File: config.mk
export PLATFORM = sky130hd
export DESIGN_NAME = irfc_set5
export DESIGN_NICKNAME = d
export VERILOG_FILES = /design/src/verilog/irfc_pkg.sv /design/src/verilog/irfc_set5.sv
export VERILOG_INCLUDE_DIRS = /design/src /design/src/verilog
export SDC_FILE = /design/constraint.sdc
export NUM_CORES = 1
export LEC_CHECK = 0
export BUFFER_PORTS_ARGS = -buffer_cell sky130_fd_sc_hd__clkbuf_2
export CAP_MARGIN = 20
export CORE_ASPECT_RATIO = 0.5
export CORE_MARGIN = 2
export CORE_UTILIZATION = 34
export CTS_CLUSTER_DIAMETER = 80
export DETAILED_ROUTE_END_ITERATION = 16
export HOLD_SLACK_MARGIN = 0.05
export PLACE_DENSITY = 0.54
export SYNTH_ARGS = -nofsm -noshare
export SYNTH_HDL_FRONTEND = slang
export SYNTH_SLANG_ARGS = --single-unit
File: constraint.sdc
create_clock -name clock -period 5.9 [get_ports clock]
set_input_delay 0.885 -clock clock [delete_from_list [all_inputs] [get_ports clock]]
set_output_delay 0.885 -clock clock [all_outputs]
set_load 0.01 [all_outputs]
File: src/verilog/irfc_consts.svh
/*
   Offsets, field positions, reset values and counts of the flow control and
   frame status register set. Assumes a 3-bit register offset and 8-bit data.
*/
`ifndef IRFC_CONSTS_SVH
`define IRFC_CONSTS_SVH

`define IRFC_OFF_DIV_LO    3'h0
`define IRFC_OFF_DIV_HI    3'h1
`define IRFC_OFF_FC_MODE   3'h2
`define IRFC_OFF_SET_SEL   3'h3
`define IRFC_OFF_CFG       3'h4
`define IRFC_OFF_STATUS    3'h5
`define IRFC_OFF_LEN_LO    3'h6
`define IRFC_OFF_LEN_HI    3'h7

`define IRFC_FCM_MODE_MSB  7
`define IRFC_FCM_MODE_LSB  5
`define IRFC_FCM_DSW       3
`define IRFC_FCM_FD        2
`define IRFC_FCM_BRFC      1
`define IRFC_FCM_EN        0
`define IRFC_FCM_MASK      8'hef

`define IRFC_CFG_TH        6
`define IRFC_CFG_SPLIT     5
`define IRFC_CFG_AUX       4
`define IRFC_CFG_HSSL      1
`define IRFC_CFG_FULL      0
`define IRFC_CFG_MASK      8'h73

`define IRFC_FC_MODE_RST   8'h00
`define IRFC_CFG_RST       8'h00
`define IRFC_SET_SEL_RST   8'hec
`define IRFC_SET_SEL_READ  8'hec
`define IRFC_HS_DISABLED   8'h30

`define IRFC_THRESH_LO     4'h2
`define IRFC_THRESH_HI     4'h4
`define IRFC_FIFO_FULL     4'h8
`define IRFC_LOST_MAX      8'hff

`endif

File: src/verilog/irfc_pkg.sv
/*
   Types of the flow control and frame status register set.
   Assumes irfc_consts.svh supplies all numeric constants.
*/
package irfc_pkg;

   typedef struct packed {
      logic        lex;
      logic        phy;
      logic        crc;
      logic [12:0] len;
   } irfc_entry_s;

   typedef struct packed {
      logic [7:0]           div_lo;
      logic [7:0]           div_hi;
      logic [7:0]           fc_mode;
      logic [7:0]           cfg;
      logic [7:0]           set_sel;
      irfc_entry_s [7:0]    mem;
      logic [2:0]           wr_ptr;
      logic [2:0]           rd_ptr;
      logic [3:0]           count;
      logic                 lost_flag;
      logic [7:0]           lost_cnt;
      logic                 rx_ovf;
      logic                 stat_ovf;
      logic [7:0]           rdata;
      logic [15:0]          adv_div;
      logic                 adv_div_load;
      logic [2:0]           adv_mode;
      logic                 adv_mode_load;
      logic                 dma_use;
      logic                 dma_tx;
      logic                 fsf_irq;
      logic                 auto_split;
      logic                 full_dx;
      logic                 rx_allow;
      logic [7:0]           hs_view;
      logic [2:0]           pin_sync;
      logic [2:0]           alt_sync;
      logic                 pin_filt;
      logic                 alt_filt;
      logic                 rx_in;
   } irfc_state_s;

endpackage

File: src/verilog/irfc_set5.sv
/*
   Flow control, infrared configuration and receive frame status FIFO set.
   Assumes a single 250 MHz clock, a one-cycle strobe register port, and
   receive events as one-cycle pulses from logic on the same clock.
*/
`timescale 1ns/10ps
`include "irfc_consts.svh"

// Operation
// - With flow control on and reload on, SIR switch copies divisor pair to advanced latch.
// - With flow control on, SIR switch copies mode bits 7..5 to advanced handshake mode.
// - Swap bit picks DMA direction after flow control: 0 receiver, 1 transmitter.
// - Flow DMA enable bit lets the UART use DMA under flow control.
// - Reload enable bit permits divisor reload; without it no reload happens.
// - Bit 0 enables flow control; bits 7..1 act only while it is set.
// - Write offset 3 selects set; reading offset 3 returns ECH.
// - Threshold bit picks status interrupt level: 0 gives 2, 1 gives 4.
// - Frame end mode bit enables automatic equal-length transmit frame splitting.
// - Auxiliary receive bit routes receiver input from the infrared receive pin.
// - Handshake select 1 disables handshake status, which then reads 30H.
// - Duplex bit: 0 half duplex, 1 full duplex.
// - Offset 5 read shows the oldest status FIFO entry.
// - Ready bit 7 is 1 while a valid entry sits at the FIFO bottom.
// - Lost bit 6 set once one or more frames were lost.
// - Length exceeded bit 4 of bottom entry, valid only when ready.
// - Physical error bit 3 of bottom entry, valid only when ready.
// - CRC error bit 2 of bottom entry, valid only when ready.
// - Receive overrun bit 1 set when receiver data FIFO overruns.
// - Status FIFO overrun bit 0 set when the status FIFO overruns.
// - Reading offset 7 pops the next status entry when ready.
// - While lost bit is 1, offset 6 reads the 8-bit lost frame count.
// - After length exceeded, receive writes stop until next frame start flag.
module irfc_set5 (
   input  wire logic                  clock,
   input  wire logic                  rst_n,
   input  wire logic [2:0]            reg_addr,
   input  wire logic [7:0]            reg_wdata,
   input  wire logic                  reg_wr,
   input  wire logic                  reg_rd,
   output logic      [7:0]            reg_rdata,
   input  wire logic                  mode_to_sir,
   input  wire logic                  status_push,
   input  wire irfc_pkg::irfc_entry_s status_entry,
   input  wire logic                  frame_lost,
   input  wire logic                  rx_fifo_overrun,
   input  wire logic                  length_exceeded,
   input  wire logic                  frame_start,
   input  wire logic [7:0]            hs_status_in,
   input  wire logic                  ir_receive_pin,
   input  wire logic                  alt_receive_pin,
   output logic      [7:0]            set_select,
   output logic      [15:0]           advanced_divisor,
   output logic                       advanced_divisor_load,
   output logic      [2:0]            advanced_handshake_mode,
   output logic                       advanced_mode_load,
   output logic                       flow_dma_active,
   output logic                       dma_tx_channel,
   output logic                       status_fifo_interrupt,
   output logic                       auto_frame_split,
   output logic                       full_duplex_select,
   output logic                       rx_write_allow,
   output logic      [7:0]            handshake_status_reg,
   output logic                       rx_data_in
);

   irfc_pkg::irfc_state_s st_ff;
   irfc_pkg::irfc_state_s nxt_st;

   logic                  wr_hit [8];
   logic                  pop;
   logic                  push_ok;
   logic                  fc_on;
   logic                  ready;
   irfc_pkg::irfc_entry_s bottom;

   // Three-stage sync; stage one is never looked at directly
   function automatic logic filt(input logic [2:0] s, input logic cur);
      filt = (s[1] == s[2]) ? s[2] : cur;
   endfunction

   function automatic logic [3:0] thresh(input logic sel);
      thresh = sel ? `IRFC_THRESH_HI : `IRFC_THRESH_LO;
   endfunction

   always_comb begin
      for (int i = 0; i < 8; i++) begin
         wr_hit[i] = reg_wr && (reg_addr == 3'(i));
      end
      fc_on   = st_ff.fc_mode[`IRFC_FCM_EN];
      ready   = (st_ff.count != 4'h0);
      bottom  = st_ff.mem[st_ff.rd_ptr];
      pop     = reg_rd && (reg_addr == `IRFC_OFF_LEN_HI) && ready;
      push_ok = status_push && ((st_ff.count != `IRFC_FIFO_FULL) || pop);
   end

   always_comb begin
      nxt_st = st_ff;

      if (wr_hit[`IRFC_OFF_DIV_LO]) begin
         nxt_st.div_lo = reg_wdata;
      end
      if (wr_hit[`IRFC_OFF_DIV_HI]) begin
         nxt_st.div_hi = reg_wdata;
      end
      if (wr_hit[`IRFC_OFF_FC_MODE]) begin
         nxt_st.fc_mode = reg_wdata & `IRFC_FCM_MASK;
      end
      if (wr_hit[`IRFC_OFF_SET_SEL]) begin
         nxt_st.set_sel = reg_wdata;
      end
      if (wr_hit[`IRFC_OFF_CFG]) begin
         nxt_st.cfg = reg_wdata & `IRFC_CFG_MASK;
      end

      // Reload only on the mode switch itself, so software can preload freely
      nxt_st.adv_div_load  = 1'b0;
      nxt_st.adv_mode_load = 1'b0;
      if (mode_to_sir && fc_on && st_ff.fc_mode[`IRFC_FCM_BRFC]) begin
         nxt_st.adv_div      = {st_ff.div_hi, st_ff.div_lo};
         nxt_st.adv_div_load = 1'b1;
      end
      if (mode_to_sir && fc_on) begin
         nxt_st.adv_mode      = st_ff.fc_mode[`IRFC_FCM_MODE_MSB:`IRFC_FCM_MODE_LSB];
         nxt_st.adv_mode_load = 1'b1;
      end
      nxt_st.dma_use = fc_on && st_ff.fc_mode[`IRFC_FCM_FD];
      nxt_st.dma_tx  = fc_on && st_ff.fc_mode[`IRFC_FCM_DSW];

      nxt_st.auto_split = st_ff.cfg[`IRFC_CFG_SPLIT];
      nxt_st.full_dx    = st_ff.cfg[`IRFC_CFG_FULL];
      nxt_st.hs_view    = st_ff.cfg[`IRFC_CFG_HSSL] ? `IRFC_HS_DISABLED : hs_status_in;
      nxt_st.fsf_irq    = (st_ff.count >= thresh(st_ff.cfg[`IRFC_CFG_TH]));

      nxt_st.pin_sync = {st_ff.pin_sync[1:0], ir_receive_pin};
      nxt_st.alt_sync = {st_ff.alt_sync[1:0], alt_receive_pin};
      nxt_st.pin_filt = filt(st_ff.pin_sync, st_ff.pin_filt);
      nxt_st.alt_filt = filt(st_ff.alt_sync, st_ff.alt_filt);
      nxt_st.rx_in    = st_ff.cfg[`IRFC_CFG_AUX] ? st_ff.pin_filt : st_ff.alt_filt;

      // A new start flag outranks the stop of the frame before it
      if (frame_start) begin
         nxt_st.rx_allow = 1'b1;
      end else if (length_exceeded) begin
         nxt_st.rx_allow = 1'b0;
      end

      // Status FIFO; a push into a full FIFO leaves the stored entries alone
      if (push_ok) begin
         nxt_st.mem[st_ff.wr_ptr] = status_entry;
         nxt_st.wr_ptr            = st_ff.wr_ptr + 3'h1;
      end
      if (pop) begin
         nxt_st.rd_ptr = st_ff.rd_ptr + 3'h1;
      end
      nxt_st.count = st_ff.count + {3'h0, push_ok} - {3'h0, pop};

      // Sticky flags clear on a status read; an event in that cycle still lands
      if (reg_rd && (reg_addr == `IRFC_OFF_STATUS)) begin
         nxt_st.lost_flag = 1'b0;
         nxt_st.lost_cnt  = 8'h00;
         nxt_st.rx_ovf    = 1'b0;
         nxt_st.stat_ovf  = 1'b0;
      end
      if (frame_lost) begin
         nxt_st.lost_flag = 1'b1;
         nxt_st.lost_cnt  = (st_ff.lost_cnt == `IRFC_LOST_MAX) ? st_ff.lost_cnt
                                                               : st_ff.lost_cnt + 8'h01;
         if (reg_rd && (reg_addr == `IRFC_OFF_STATUS)) begin
            nxt_st.lost_cnt = 8'h01;
         end
      end
      if (rx_fifo_overrun) begin
         nxt_st.rx_ovf = 1'b1;
      end
      if (status_push && !push_ok) begin
         nxt_st.stat_ovf = 1'b1;
      end

      // Read data stand one cycle only
      nxt_st.rdata = 8'h00;
      if (reg_rd) begin
         unique case (reg_addr)
            `IRFC_OFF_DIV_LO:  nxt_st.rdata = st_ff.div_lo;
            `IRFC_OFF_DIV_HI:  nxt_st.rdata = st_ff.div_hi;
            `IRFC_OFF_FC_MODE: nxt_st.rdata = st_ff.fc_mode;
            `IRFC_OFF_SET_SEL: nxt_st.rdata = `IRFC_SET_SEL_READ;
            `IRFC_OFF_CFG:     nxt_st.rdata = st_ff.cfg;
            `IRFC_OFF_STATUS: begin
               nxt_st.rdata[7] = ready;
               nxt_st.rdata[6] = st_ff.lost_flag;
               nxt_st.rdata[4] = ready && bottom.lex;
               nxt_st.rdata[3] = ready && bottom.phy;
               nxt_st.rdata[2] = ready && bottom.crc;
               nxt_st.rdata[1] = st_ff.rx_ovf;
               nxt_st.rdata[0] = st_ff.stat_ovf;
            end
            `IRFC_OFF_LEN_LO: begin
               if (st_ff.lost_flag) begin
                  nxt_st.rdata = st_ff.lost_cnt;
               end else if (ready) begin
                  nxt_st.rdata = bottom.len[7:0];
               end
            end
            `IRFC_OFF_LEN_HI: begin
               if (ready) begin
                  nxt_st.rdata = {3'h0, bottom.len[12:8]};
               end
            end
         endcase
      end
   end

   always_ff @(posedge clock or negedge rst_n) begin
      if (!rst_n) begin
         st_ff          <= '0;
         st_ff.fc_mode  <= `IRFC_FC_MODE_RST;
         st_ff.cfg      <= `IRFC_CFG_RST;
         st_ff.set_sel  <= `IRFC_SET_SEL_RST;
         st_ff.rx_allow <= 1'b1;
      end else begin
         st_ff <= nxt_st;
      end
   end

   assign reg_rdata               = st_ff.rdata;
   assign set_select              = st_ff.set_sel;
   assign advanced_divisor        = st_ff.adv_div;
   assign advanced_divisor_load   = st_ff.adv_div_load;
   assign advanced_handshake_mode = st_ff.adv_mode;
   assign advanced_mode_load      = st_ff.adv_mode_load;
   assign flow_dma_active         = st_ff.dma_use;
   assign dma_tx_channel          = st_ff.dma_tx;
   assign status_fifo_interrupt   = st_ff.fsf_irq;
   assign auto_frame_split        = st_ff.auto_split;
   assign full_duplex_select      = st_ff.full_dx;
   assign rx_write_allow          = st_ff.rx_allow;
   assign handshake_status_reg    = st_ff.hs_view;
   assign rx_data_in              = st_ff.rx_in;

   property p_div_reload;
      @(posedge clock) disable iff (!rst_n)
      (mode_to_sir && st_ff.fc_mode[0] && st_ff.fc_mode[1])
         |=> (advanced_divisor_load && advanced_divisor == {$past(st_ff.div_hi), $past(st_ff.div_lo)});
   endproperty
   a_div_reload: assert property (p_div_reload) else $error("divisor not reloaded on SIR switch");

   property p_no_reload;
      @(posedge clock) disable iff (!rst_n)
      (!(mode_to_sir && st_ff.fc_mode[0] && st_ff.fc_mode[1])) |=> !advanced_divisor_load;
   endproperty
   a_no_reload: assert property (p_no_reload) else $error("divisor reloaded without enable");

   property p_mode_copy;
      @(posedge clock) disable iff (!rst_n)
      (mode_to_sir && st_ff.fc_mode[0])
         |=> (advanced_mode_load && advanced_handshake_mode == $past(st_ff.fc_mode[7:5]));
   endproperty
   a_mode_copy: assert property (p_mode_copy) else $error("handshake mode not copied");

   property p_gate;
      @(posedge clock) disable iff (!rst_n)
      !st_ff.fc_mode[0] |=> (!flow_dma_active && !dma_tx_channel);
   endproperty
   a_gate: assert property (p_gate) else $error("flow bits active while flow control off");

   property p_set_read;
      @(posedge clock) disable iff (!rst_n)
      (reg_rd && reg_addr == 3'h3) |=> (reg_rdata == 8'hec) ##1 (reg_rdata == 8'h00 || $past(reg_rd));
   endproperty
   a_set_read: assert property (p_set_read) else $error("set select read value wrong");

   property p_thresh;
      @(posedge clock) disable iff (!rst_n)
      1'b1 |=> (status_fifo_interrupt == ($past(st_ff.count) >= ($past(st_ff.cfg[6]) ? 4'h4 : 4'h2)));
   endproperty
   a_thresh: assert property (p_thresh) else $error("status interrupt level wrong");

   property p_hs_disable;
      @(posedge clock) disable iff (!rst_n)
      st_ff.cfg[1] |=> (handshake_status_reg == 8'h30);
   endproperty
   a_hs_disable: assert property (p_hs_disable) else $error("handshake status not forced");

   property p_ready_read;
      @(posedge clock) disable iff (!rst_n)
      (reg_rd && reg_addr == 3'h5) |=> (reg_rdata[7] == ($past(st_ff.count) != 4'h0));
   endproperty
   a_ready_read: assert property (p_ready_read) else $error("ready flag wrong");

   property p_stat_ovf;
      @(posedge clock) disable iff (!rst_n)
      (status_push && st_ff.count == 4'h8 && !pop) |=> (st_ff.stat_ovf && st_ff.count == 4'h8 && $stable(st_ff.mem));
   endproperty
   a_stat_ovf: assert property (p_stat_ovf) else $error("full status FIFO overrun mishandled");

   property p_pop;
      @(posedge clock) disable iff (!rst_n)
      (reg_rd && reg_addr == 3'h7 && st_ff.count != 4'h0 && !status_push) |=> (st_ff.count == $past(st_ff.count) - 4'h1);
   endproperty
   a_pop: assert property (p_pop) else $error("high length read did not pop");

   property p_lost_read;
      @(posedge clock) disable iff (!rst_n)
      (reg_rd && reg_addr == 3'h6 && st_ff.lost_flag) |=> (reg_rdata == $past(st_ff.lost_cnt));
   endproperty
   a_lost_read: assert property (p_lost_read) else $error("lost count not shown");

   property p_rx_stop;
      @(posedge clock) disable iff (!rst_n)
      (length_exceeded && !frame_start) |=> !rx_write_allow;
   endproperty
   a_rx_stop: assert property (p_rx_stop) else $error("receive writes not stopped");

   // Stop is checked one cycle at a time, so no unbounded wait is needed
   property p_rx_hold;
      @(posedge clock) disable iff (!rst_n)
      (!rx_write_allow && !frame_start) |=> !rx_write_allow;
   endproperty
   a_rx_hold: assert property (p_rx_hold) else $error("receive writes resumed early");

   property p_rx_resume;
      @(posedge clock) disable iff (!rst_n)
      frame_start |=> rx_write_allow;
   endproperty
   a_rx_resume: assert property (p_rx_resume) else $error("receive writes not resumed at start flag");

   property p_aux_sel;
      @(posedge clock) disable iff (!rst_n)
      st_ff.cfg[4] |=> (rx_data_in == $past(st_ff.pin_filt));
   endproperty
   a_aux_sel: assert property (p_aux_sel) else $error("receive input not from IR pin");

   property p_alt_sel;
      @(posedge clock) disable iff (!rst_n)
      !st_ff.cfg[4] |=> (rx_data_in == $past(st_ff.alt_filt));
   endproperty
   a_alt_sel: assert property (p_alt_sel) else $error("receive input not from normal pin");

   property p_dma_use;
      @(posedge clock) disable iff (!rst_n)
      1'b1 |=> (flow_dma_active == ($past(st_ff.fc_mode[0]) && $past(st_ff.fc_mode[2])));
   endproperty
   a_dma_use: assert property (p_dma_use) else $error("flow DMA use wrong");

   property p_dma_dir;
      @(posedge clock) disable iff (!rst_n)
      1'b1 |=> (dma_tx_channel == ($past(st_ff.fc_mode[0]) && $past(st_ff.fc_mode[3])));
   endproperty
   a_dma_dir: assert property (p_dma_dir) else $error("flow DMA direction wrong");

   property p_split;
      @(posedge clock) disable iff (!rst_n)
      1'b1 |=> (auto_frame_split == $past(st_ff.cfg[5]));
   endproperty
   a_split: assert property (p_split) else $error("frame split select wrong");

   property p_duplex;
      @(posedge clock) disable iff (!rst_n)
      1'b1 |=> (full_duplex_select == $past(st_ff.cfg[0]));
   endproperty
   a_duplex: assert property (p_duplex) else $error("duplex select wrong");

   property p_hs_live;
      @(posedge clock) disable iff (!rst_n)
      !st_ff.cfg[1] |=> (handshake_status_reg == $past(hs_status_in));
   endproperty
   a_hs_live: assert property (p_hs_live) else $error("handshake status not passed through");

   property p_bottom_read;
      @(posedge clock) disable iff (!rst_n)
      (reg_rd && reg_addr == 3'h5 && st_ff.count != 4'h0) |=> (reg_rdata[4:2] == $past({bottom.lex, bottom.phy, bottom.crc}));
   endproperty
   a_bottom_read: assert property (p_bottom_read) else $error("bottom entry flags wrong");

   property p_empty_read;
      @(posedge clock) disable iff (!rst_n)
      (reg_rd && reg_addr == 3'h5 && st_ff.count == 4'h0) |=> (!reg_rdata[7] && reg_rdata[4:2] == 3'h0);
   endproperty
   a_empty_read: assert property (p_empty_read) else $error("entry flags shown while empty");

   property p_rx_ovf;
      @(posedge clock) disable iff (!rst_n)
      rx_fifo_overrun |=> st_ff.rx_ovf;
   endproperty
   a_rx_ovf: assert property (p_rx_ovf) else $error("receive overrun flag not set");

endmodule
==> impl_results.md, run 1 <==
- Die area: 0.03329 mm2
- Port bufs: 98
- Leak: 0.005465 uW
- # rows: 46
- Post-Synthesis Cells: 792
- Cell Pwr Density: 518.9 mW/mm2
- Vias in the first global route: 6679
- First-pass GRT wire length: 40240 um
- Synth warnings: 0
- Async SR Flop Fraction: 100.0%
- Drt via density: 4.960
- Most flops, register: st_ff
- Sequential area share after synthesis: roughly 55%
- Peak VDD IR: 0.1913 mV
- Root Buffer: clkbuf_16
- Share of post-route cells with drive strength above 1: between 40 and 50%
- Remaining DRCs: 0
- Final min period: 3227 ps
- Number of CTS-inserted buffers: 25
- Initial Util: between 30% and 40%
- Layout area overhead: 14.19%
- Syn Area/Cell: 13.64 um2
- Initial antenna violation count: 0
- Endpoints failing setup: 0
- Hold Crit Class: reg2reg
- CP required: around 6300 ps
- Crit path capture type: flip-flop
- CTS Sinks: 237
- CTS tree: built
- Switching portion of total power: 31.15%
- Max-Cap Viols: 0
- Core area: 0.03148 mm2
- F_max: 309.9 MHz
- Commonest non-fill, non-tap cell in the layout: dfrtp_1
- ANT nets after route: 0
- RSZ-0062 raised after global routing: false
- Die X: 256.1 um
- Largest net degree at the start of global routing: between 100 and 150
- Logic pwr share: 30.8%
- Iter 0 DRT Violations: 497
- Fillcell total: 2968
- Clock transition at path regs: 60 ps
- FF+latch count, synth: between 200 and 250
- WL per Instance: slightly below 20 um
- Clk network pwr share: 26.7%
- CP arrival: 3640 ps
- Cell variety after synth: 65
- Outcome: completed
- Final Worst Setup Slack: roughly 2700 ps
- Drt total wl: 25480 um
- Nets: a little over 900
- Syn nets: 850
- Sequential power share: 42.4%
- HPWL after detailed placement: approximately 17000 um
- Final Hold Vio Count: 0
- Diode count: 0
- Slew headroom: around 30%
- Share of the clock period used by the worst path: 54.70%
- Switching Power: roughly 2000 uW
- RD Place Congestion: a little over 0.8
- Prevailing post-synth register cell: dfrtp_1
- Vias: 6443
- Die Y-Extent: 130.0 um
- Final Max Tran Viols: 0
- Max Fanout on Critical Path: 27
- Boundary pin count: 99
- Worst slew pin tran: 1054 ps
- GRT overflow: 0
- Setup TNS Final: 0 ps
- Critical path class: in2reg
- Most frequent cells in the layout: dfrtp_1, mux2_2, clkbuf_2
- Mapped Area: 0.01080 mm2
- Max reg flops: around 180
- H-tree depth: 1
- Clock Tree Buf Depth: 3
- Setup bufs post-CTS: 0
- Post-synth EDFFs: 0
- Post-CTS sizing: 0
- CTS Hold Bufs: 0
- Place WS: 2125 ps
- Overall power: 6400 uW
- Int Pwr: approximately 4400 uW
- Clk_lat worst skew: 530 ps
- Global Route Usage Sum: 15.48%
- Worst-case clock skew: 13.99 ps
- First-pass DRT Iterations: 4
- CP startpoint kind: primary input
power by group through the flow:
stage               Combinational [uW]  Clock [uW]  Sequential [uW]
floorplan                         1670           0             2550
global placement                  1950           0             2720
detailed placement                2010           0             2740
CTS                               2010        1750             2720
global route                      2160        1820             2810
finish                            1970        1710             2720
cells in the mapped netlist, drive strengths merged (3+ instances only):
master | number | area (um2)
dfrtp | 231 | 5781
mux2 | 187 | 2143
buf | 69 | 474.2
mux2i | 48 | 480.5
nand2 | 21 | 78.83
o21ai | 21 | 105.1
a22oi | 19 | 142.6
inv | 15 | 56.30
nand3 | 15 | 80.08
a21oi | 13 | 65.06
clkbuf | 13 | 48.80
nor2 | 13 | 48.80
nor2b | 12 | 75.07
ha | 10 | 125.1
mux4 | 8 | 180.2
a31oi | 6 | 37.54
dfstp | 6 | 157.7
a21o | 5 | 37.54
nor3 | 5 | 30.03
o22ai | 5 | 31.28
xnor2 | 5 | 43.79
xor2 | 5 | 43.79
nand4 | 4 | 25.02
nor3b | 4 | 30.03
or2 | 4 | 25.02
and2 | 3 | 18.77
and3 | 3 | 18.77
nor4 | 3 | 40.04
o21bai | 3 | 22.52
stage by stage:
step,std cells,instance area [um2],util [%],hold slack [ps]
2_1_floorplan,792,10800,-,331.2
3_3_place_gp,1251,11410,36.26,341.8
3_5_place_dp,1252,11430,36.30,335.5
4_1_cts,1298,12330,39.16,350.8
5_1_grt,1299,12330,39.17,356.0
6_report,1299,12330,39.17,348.5
cells by family after synthesis:
group / count (synthesis) / share of synthesized area (%)
AOI/OAI and AO/OA: 91 / 5.642
xor gates and xnor gates: 10 / 0.8109
adders and majority gates: 13 / 1.529
buffers and inverters: 97 / 5.364
DFF: 237 / 54.98
muxes: 243 / 25.96
and+or+nand+nor: 101 / 5.711
area by class of cell:
cell class	instances	area [um2]	share of cell area [%]
sequential	237	5939	48.16
clock buffer	31	678.2	5.499
clock inverter	15	220.2	1.786
inverter	15	56.30	0.4565
tap	432	540.5	4.383
multi-input combinational	458	4283	34.73
timing repair buffer	111	615.6	4.991
final timing paths:
path / from / endpoint / slack (ps) / cells past startpoint
min: nxt_st[4] / nxt_st[5] / 350 / 0
max reg2reg: st_ff[65] / st_ff[166] / 2680 / 7
min in group asynchronous: rst_n / st_ff[76] / 410 / 1
max in group asynchronous: rst_n / st_ff[68] / 4290 / 2
max: reg_addr[2] / st_ff[166] / 2670 / 6
min reg2reg: nxt_st[4] / nxt_st[5] / 350 / 0
worst max-delay path, stage by stage:
cell and delay (ps):
clkbuf_2 380, nand3_2 120, or3b_1 520, a21boi_1 340
and4b_1 960, mux2_2 420
routing by layer:
layer | vias to the layer above | track usage, % | share of wire [%]
li1 | 2947 | - | -
met1 | 3371 | 21.61 | 47
met2 | 86 | 26.05 | 48
met3 | 39 | 1.923 | 2.3
met4 | 0 | 3.612 | 2.2
met5 | - | 0 | 0
No activity file was read; power rests on OpenSTA's default activity.
==> run 2, diff against run 1 <==
Clock period 5.9 ns to 3.05 ns, I/O delays scaled along.
==> run 2 against run 1 <==
  * Setup slack lost 2300 ps
  * Count of clock-buffer cells in the layout grew 4
  * Sequential share of layout area shrank 0.51 points
  * Power grew 91%
  * Core utilization grew 0.42 points
  * Critical path depth grew 1
  * Die area is the same
  * Flip-flop and latch count is the same
  * Register-to-register slack lost 2300 ps
  * Largest power group unchanged
==> impl_results.md, run 2 (synthesized netlist as in run 1, its figures left out) <==
- Final Hold Vio Count: 0 (unchanged)
- Root Buffer: clkbuf_16
- Initial Util: 34.31% (unchanged)
- Storage cell area: 0.005939 mm2 (unchanged)
- Max reg flops: 178 (unchanged)
- ANT nets after route: 0 (unchanged)
- HPWL after detailed placement: 17700 um (+3.6%)
- Remaining DRCs: 0 (unchanged)
- First-pass DRT Iterations: 4 (unchanged)
- Boundary pin count: 99 (unchanged)
- Outcome: completed
- Iter 0 DRT Violations: 341 (-31%)
- Slew headroom: 46.78% (+17 points)
- CTS tree: built
- Slowest-stage cell, CP: or4b_4
- Share of the clock period used by the worst path: ~89%
- Worst-case clock skew: 12.64 ps (-1.349 ps)
- Multi-input gate area: 0.004283 mm2 (unchanged)
- Share of post-route cells with drive strength above 1: 43.26% (+1.0 points)
- Die X: 256.1 um (unchanged)
- WL per Instance: 19.24 um (-1.9%)
- Setup TNS Final: 0 ps (unchanged)
- Endpoints failing setup: 0 (unchanged)
- CP arrival: 3130 ps (-510 ps)
- F_max: 368.1 MHz
- Final Max Tran Viols: 0 (unchanged)
- Die area: 0.03329 mm2 (unchanged)
- Initial antenna violation count: 0 (unchanged)
- Critical path class: reg2reg
- Reg2reg end: st_ff[115]
- RD Place Congestion: 0.7997 (-1.6%)
- RSZ-0062 raised after global routing: false
- First-pass GRT wire length: 40080 um (-0.39%)
- Setup bufs post-CTS: 0 (unchanged)
- Place WS: 330.9 ps (-1794 ps)
- Crit path capture type: flip-flop
- Fillcell total: 2986 (+0.61%)
- Most frequent cells in the layout: dfrtp_1, mux2_2, clkbuf_2
- Die Y-Extent: 130.0 um (unchanged)
- Port bufs: 98 (unchanged)
- Commonest non-fill, non-tap cell in the layout: dfrtp_1
- Core area: 0.03148 mm2 (unchanged)
- Leak: 0.005560 uW (+1.7%)
- Drt via density: 4.905 (-1.1%)
- R2R Path Start: st_ff[65]
- Layout area overhead: 15.42%
- CP max stage delay: 720 ps (-240 ps)
- Worst slew pin tran: 796.3 ps (-258.0 ps)
- Worst setup startpoint: st_ff[65]
- Vias in the first global route: 6795 (+1.7%)
- CTS Sinks: 237 (unchanged)
- Largest delay share family, worst path: simple AND/OR/NAND/NOR gates
- Final min period: around 2700 ps
- Most flops, register: st_ff
- Number of CTS-inserted buffers: 24 (-4.0%)
- Reg2Reg Depth: 7 (unchanged)
- Clk_lat worst skew: 530 ps (about the same)
- Final Worst Setup Slack: 333.6 ps (-2339 ps)
- GRT overflow: 0 (unchanged)
- Worst path buffer plus inverter count: 1 (unchanged)
- Nets: 930 (+2.6%)
- Cell Pwr Density: 979.2 mW/mm2 (+89%)
- Global Route Usage Sum: 15.48% (about the same)
- End point of the critical path: st_ff[115]
- H-tree depth: 1 (unchanged)
- Diode count: 0 (unchanged)
- Hold Crit Class: in2reg
- Vias: 6485 (+0.65%)
- Clock Tree Buf Depth: 3 (unchanged)
- Max-Cap Viols: 0 (unchanged)
- Drt total wl: 25430 um (-0.20%)
- Crit-path cells: inv_1 -> ha_1 -> nor3b_1 -> or3b_1 -> a21bo_1 -> or4b_4 -> mux2_4
- CP startpoint kind: flip-flop
- Reg-to-reg slack, setup: 330 ps (-2350 ps)
- CP required: 3460 ps (-2850 ps)
- Largest net degree at the start of global routing: 86 (-38%)
- Clock transition at path regs: 60 ps (about the same)
- Levels on crit path: 7 (+1)
- Max Fanout on Critical Path: 16 (-41%)
- Peak VDD IR: 0.3835 mV (+100%)
- # rows: 46 (unchanged)
==> run 2: cell count changes in the layout (fill, tap and decap cells not counted), moves of 3 or more <==
cell,change
buf_4,+23
bufinv_16,-3
clkbuf_8,+4
clkinv_4,-3
dlygate4sd3_1,+3
==> run 2: per-layer routing <==
layer | track usage (%) | up-vias | share of wire (%)
met5 | 0 | - | 0
met4 | 3.096 | 0 | 1.6
met3 | 2.778 | 29 | 4.9
met2 | 25.30 | 105 | 47
met1 | 21.83 | 3359 | 47
li1 | - | 2992 | -
==> run 2: area by class of cell <==
type	instances	share of cell area (%)
Sequential cell	237	47.65
Tap cell	432	4.336
Multi-Input combinational cell	458	34.36
Inverter	15	0.4517
Clock buffer	35	5.711
Clock inverter	9	0.9335
Timing Repair Buffer	136	6.564
==> run 2: how the worst min path moves through the flow <==
stage	start	cells after the start	end	slack [ps]
5_1_grt	hs_status_in[5]	2	handshake_status_reg[5]	100
3_5_place_dp	nxt_st[4]	0	nxt_st[5]	340
2_1_floorplan	rst_n	0	advanced_divisor[0]	160
3_3_place_gp	nxt_st[4]	0	nxt_st[5]	350
6_report	hs_status_in[5]	2	handshake_status_reg[5]	120
4_1_cts	hs_status_in[5]	2	handshake_status_reg[5]	100
==> run 2: repair_timing <==
action	CTS	global route
endpoints found under the setup margin	0	0
hold buffers	3	0
endpoints found under the hold margin	84	0
resized for setup	0	0
==> run 2: per-stage QoR <==
| step | cell area, um2 | std cells | hold slack, ps | power [uW] | utilization, % |
|---|---|---|---|---|---|
| floorplan | 10800 | 792 | 161.9 | 8158 | - |
| global placement | 11610 | 1275 | 349.4 | 9084 | 36.87 |
| detailed placement | 11610 | 1275 | 337.3 | 9240 | 36.87 |
| CTS | 12470 | 1322 | 98.53 | 12350 | 39.60 |
| global route | 12470 | 1322 | 99.51 | 12980 | 39.60 |
| finish | 12470 | 1322 | 117.9 | 12210 | 39.60 |
==> run 2: where the power goes <==
| part | leakage [uW] | switching (uW) | internal, uW |
|---|---|---|---|
| Sequential | 0.00286 | 878 | 4410 |
| Combinational | 0.00230 | 1690 | 2160 |
| Clock | 0.000407 | 1260 | 1800 |
==> run 3, diff against run 2 <==
Settings changed: PLACE_DENSITY 0.54 to default.
==> run 3 against run 2 <==
  * Setup slack better by 29 ps
  * Routed wire length down 1.8%
  * Sequential share of layout area down 0.19 points
  * Global-route usage down 0.47 points
  * Combinational power up 1%
  * Via count up 1.8%
  * Critical endpoint is now st_ff[116]
  * Largest power group unchanged
==> impl_results.md, run 3 (synthesized netlist as in run 1, its figures left out) <==
- Outcome: completed
- Logic pwr share: 31.8% (+0.2 points)
- Largest net degree at the start of global routing: 83 (-3.5%)
- Post-Route Utilization: 39.75% (+0.16 points)
- Final Max Tran Viols: 0 (unchanged)
- Crit path capture type: flip-flop
- Die area: 0.03329 mm2 (unchanged)
- WL per Instance: 18.85 um (-2.0%)
- Layout area overhead: 15.87%
- Worst slew pin tran: 830.4 ps (+34.10 ps)
- RD Place Congestion: 0.8096 (+1.2%)
- Remaining DRCs: 0 (unchanged)
- Max reg flops: 178 (unchanged)
- Clock Tree Buf Depth: 3 (unchanged)
- Clock transition at path regs: 60 ps (about the same)
- Storage cell area: 0.005939 mm2 (unchanged)
- Port bufs: 98 (unchanged)
- CTS Sinks: 237 (unchanged)
- Die Y-Extent: 130.0 um (unchanged)
- Sequential power share: 43.0% (-0.3 points)
- ANT nets after route: 0 (unchanged)
- Cell Pwr Density: 980.7 mW/mm2 (+0.16%)
- Endpoints failing setup: 0 (unchanged)
- Clk_lat worst skew: 520 ps (about the same)
- Global Route Usage Sum: 15.01% (-0.47 points)
- Max Fanout on Critical Path: 16 (unchanged)
- Diode count: 0 (unchanged)
- First-pass DRT Iterations: 4 (unchanged)
- Final Hold Vio Count: 0 (unchanged)
- Hold depth: 2 (unchanged)
- Setup TNS Final: 0 ps (unchanged)
- Die X: 256.1 um (unchanged)
- Switching Power: 3802 uW (-0.72%)
- Multi-input gate area: 0.004283 mm2 (unchanged)
- Peak VDD IR: 0.3924 mV (+2.3%)
- First-pass GRT wire length: 39510 um (-1.4%)
- Max-Cap Viols: 0 (unchanged)
- RSZ-0062 raised after global routing: false
- Initial Util: 34.31% (unchanged)
- Final min period: 2687 ps (-29.41 ps)
- Share of the clock period used by the worst path: 88.10% (-0.96 points)
- Slew headroom: 44.50% (-2.3 points)
- Iter 0 DRT Violations: 367 (+7.6%)
- Post-CTS sizing: 0 (unchanged)
- GRT overflow: 0 (unchanged)
- H-tree depth: 1 (unchanged)
- Nets: 934 (+0.43%)
- Drt total wl: 24980 um (-1.8%)
- Commonest non-fill, non-tap cell in the layout: dfrtp_1
- Core area: 0.03148 mm2 (unchanged)
- Fillcell total: 2965 (-0.70%)
- Vias in the first global route: 6882 (+1.3%)
- Drt via density: 4.981 (+1.5%)
- CP arrival: 3090 ps (-40 ps)
- Switching portion of total power: 30.98% (-0.40 points)
- Worst-case clock skew: 13.38 ps (+0.7351 ps)
- HPWL after detailed placement: 17680 um (-0.16%)
- Leak: 0.005590 uW (+0.54%)
- Initial antenna violation count: 2 (+2)
- Root Buffer: clkbuf_16
- CP startpoint kind: flip-flop
- F_max: 372.2 MHz (+1.1%)
- Most frequent cells in the layout: dfrtp_1, mux2_2, clkbuf_2
- Reg2Reg Depth: 7 (unchanged)
- Critical path class: reg2reg
- # rows: 46 (unchanged)
- CP required: 3450 ps (about the same)
- Most flops, register: st_ff
- Share of post-route cells with drive strength above 1: 43.56% (+0.30 points)
- Vias: 6600 (+1.8%)
- Hold Crit Class: in2reg
- Int Pwr: 8471 uW (+1.1%)
- CTS tree: built
- Boundary pin count: 99 (unchanged)
- Clk network pwr share: 25.2% (about the same)
- Number of CTS-inserted buffers: 24 (unchanged)
[run 3: cell count changes in the layout (fill, tap and decap cells not counted)]
cell / delta
buf_4: +4
clkbuf_8: +2
inv_6: -2
clkbuf_1: -1
clkbuf_16: +1
clkinv_2: -1
clkinv_4: +1
clkinv_8: -1
[run 3: power groups by stage]
stage	sequential, uW	combinational [uW]	clock [uW]
CTS	5280	3950	3160
detailed placement	5330	3930	0
finish	5280	3900	3090
global route	5450	4250	3310
floorplan	4930	3230	0
global placement	5260	3820	0
[run 3: area by class of cell]
cell class,instances,area share [%]
Sequential cell,237,47.46
Multi-Input combinational cell,458,34.22
Timing Repair Buffer,140,6.779
Clock buffer,37,6.079
Tap cell,432,4.319
Clock inverter,6,0.6899
Inverter,15,0.4499
[run 3: layer usage]
metal	track usage [%]	share of wire [%]	vias up
met4	3.715	2.1	2
li1	-	-	3006
met2	25.51	48	123
met1	20.40	46	3424
met3	2.331	3.6	45
met5	0	0.036	-
[run 3: critical path: stages, from the launching register on]
cell and delay (ps):
dfrtp_1 350, inv_1 80, ha_1 190, nor3b_1 140, or3b_1 400, a21bo_1 330, or4b_4 720, mux2_4 350
[run 3: worst paths after layout]
path	start	end	slack, ps
min in group asynchronous	rst_n	advanced_divisor_load	540
max in group asynchronous	rst_n	rx_write_allow	1690
worst max-delay path	st_ff[65]	st_ff[116]	360
worst min register to register	nxt_st[7]	nxt_st[8]	350
worst min-delay path	frame_start	rx_write_allow	130
worst max register to register	st_ff[65]	st_ff[116]	360
[run 3: through the flow]
step                      instance area [um2]  hold WS (ps)  power (uW)  setup slack (ps)  instances
after floorplan                         10800         161.9        8158             308.5        792
after global placement                  11640         341.0        9082             394.7       1279
after detailed placement                11640         338.9        9259             364.1       1279
after CTS                               12510         113.6       12390             343.0       1325
after global routing                    12510         121.4       13020             227.2       1325
final                                   12510         132.5       12270             363.0       1325
[run 3: what timing repair did]
action                    in CTS  in global routing
hold buffers                   3                  0
buffers inserted               0                  0
hold endpoints to repair      75                  0
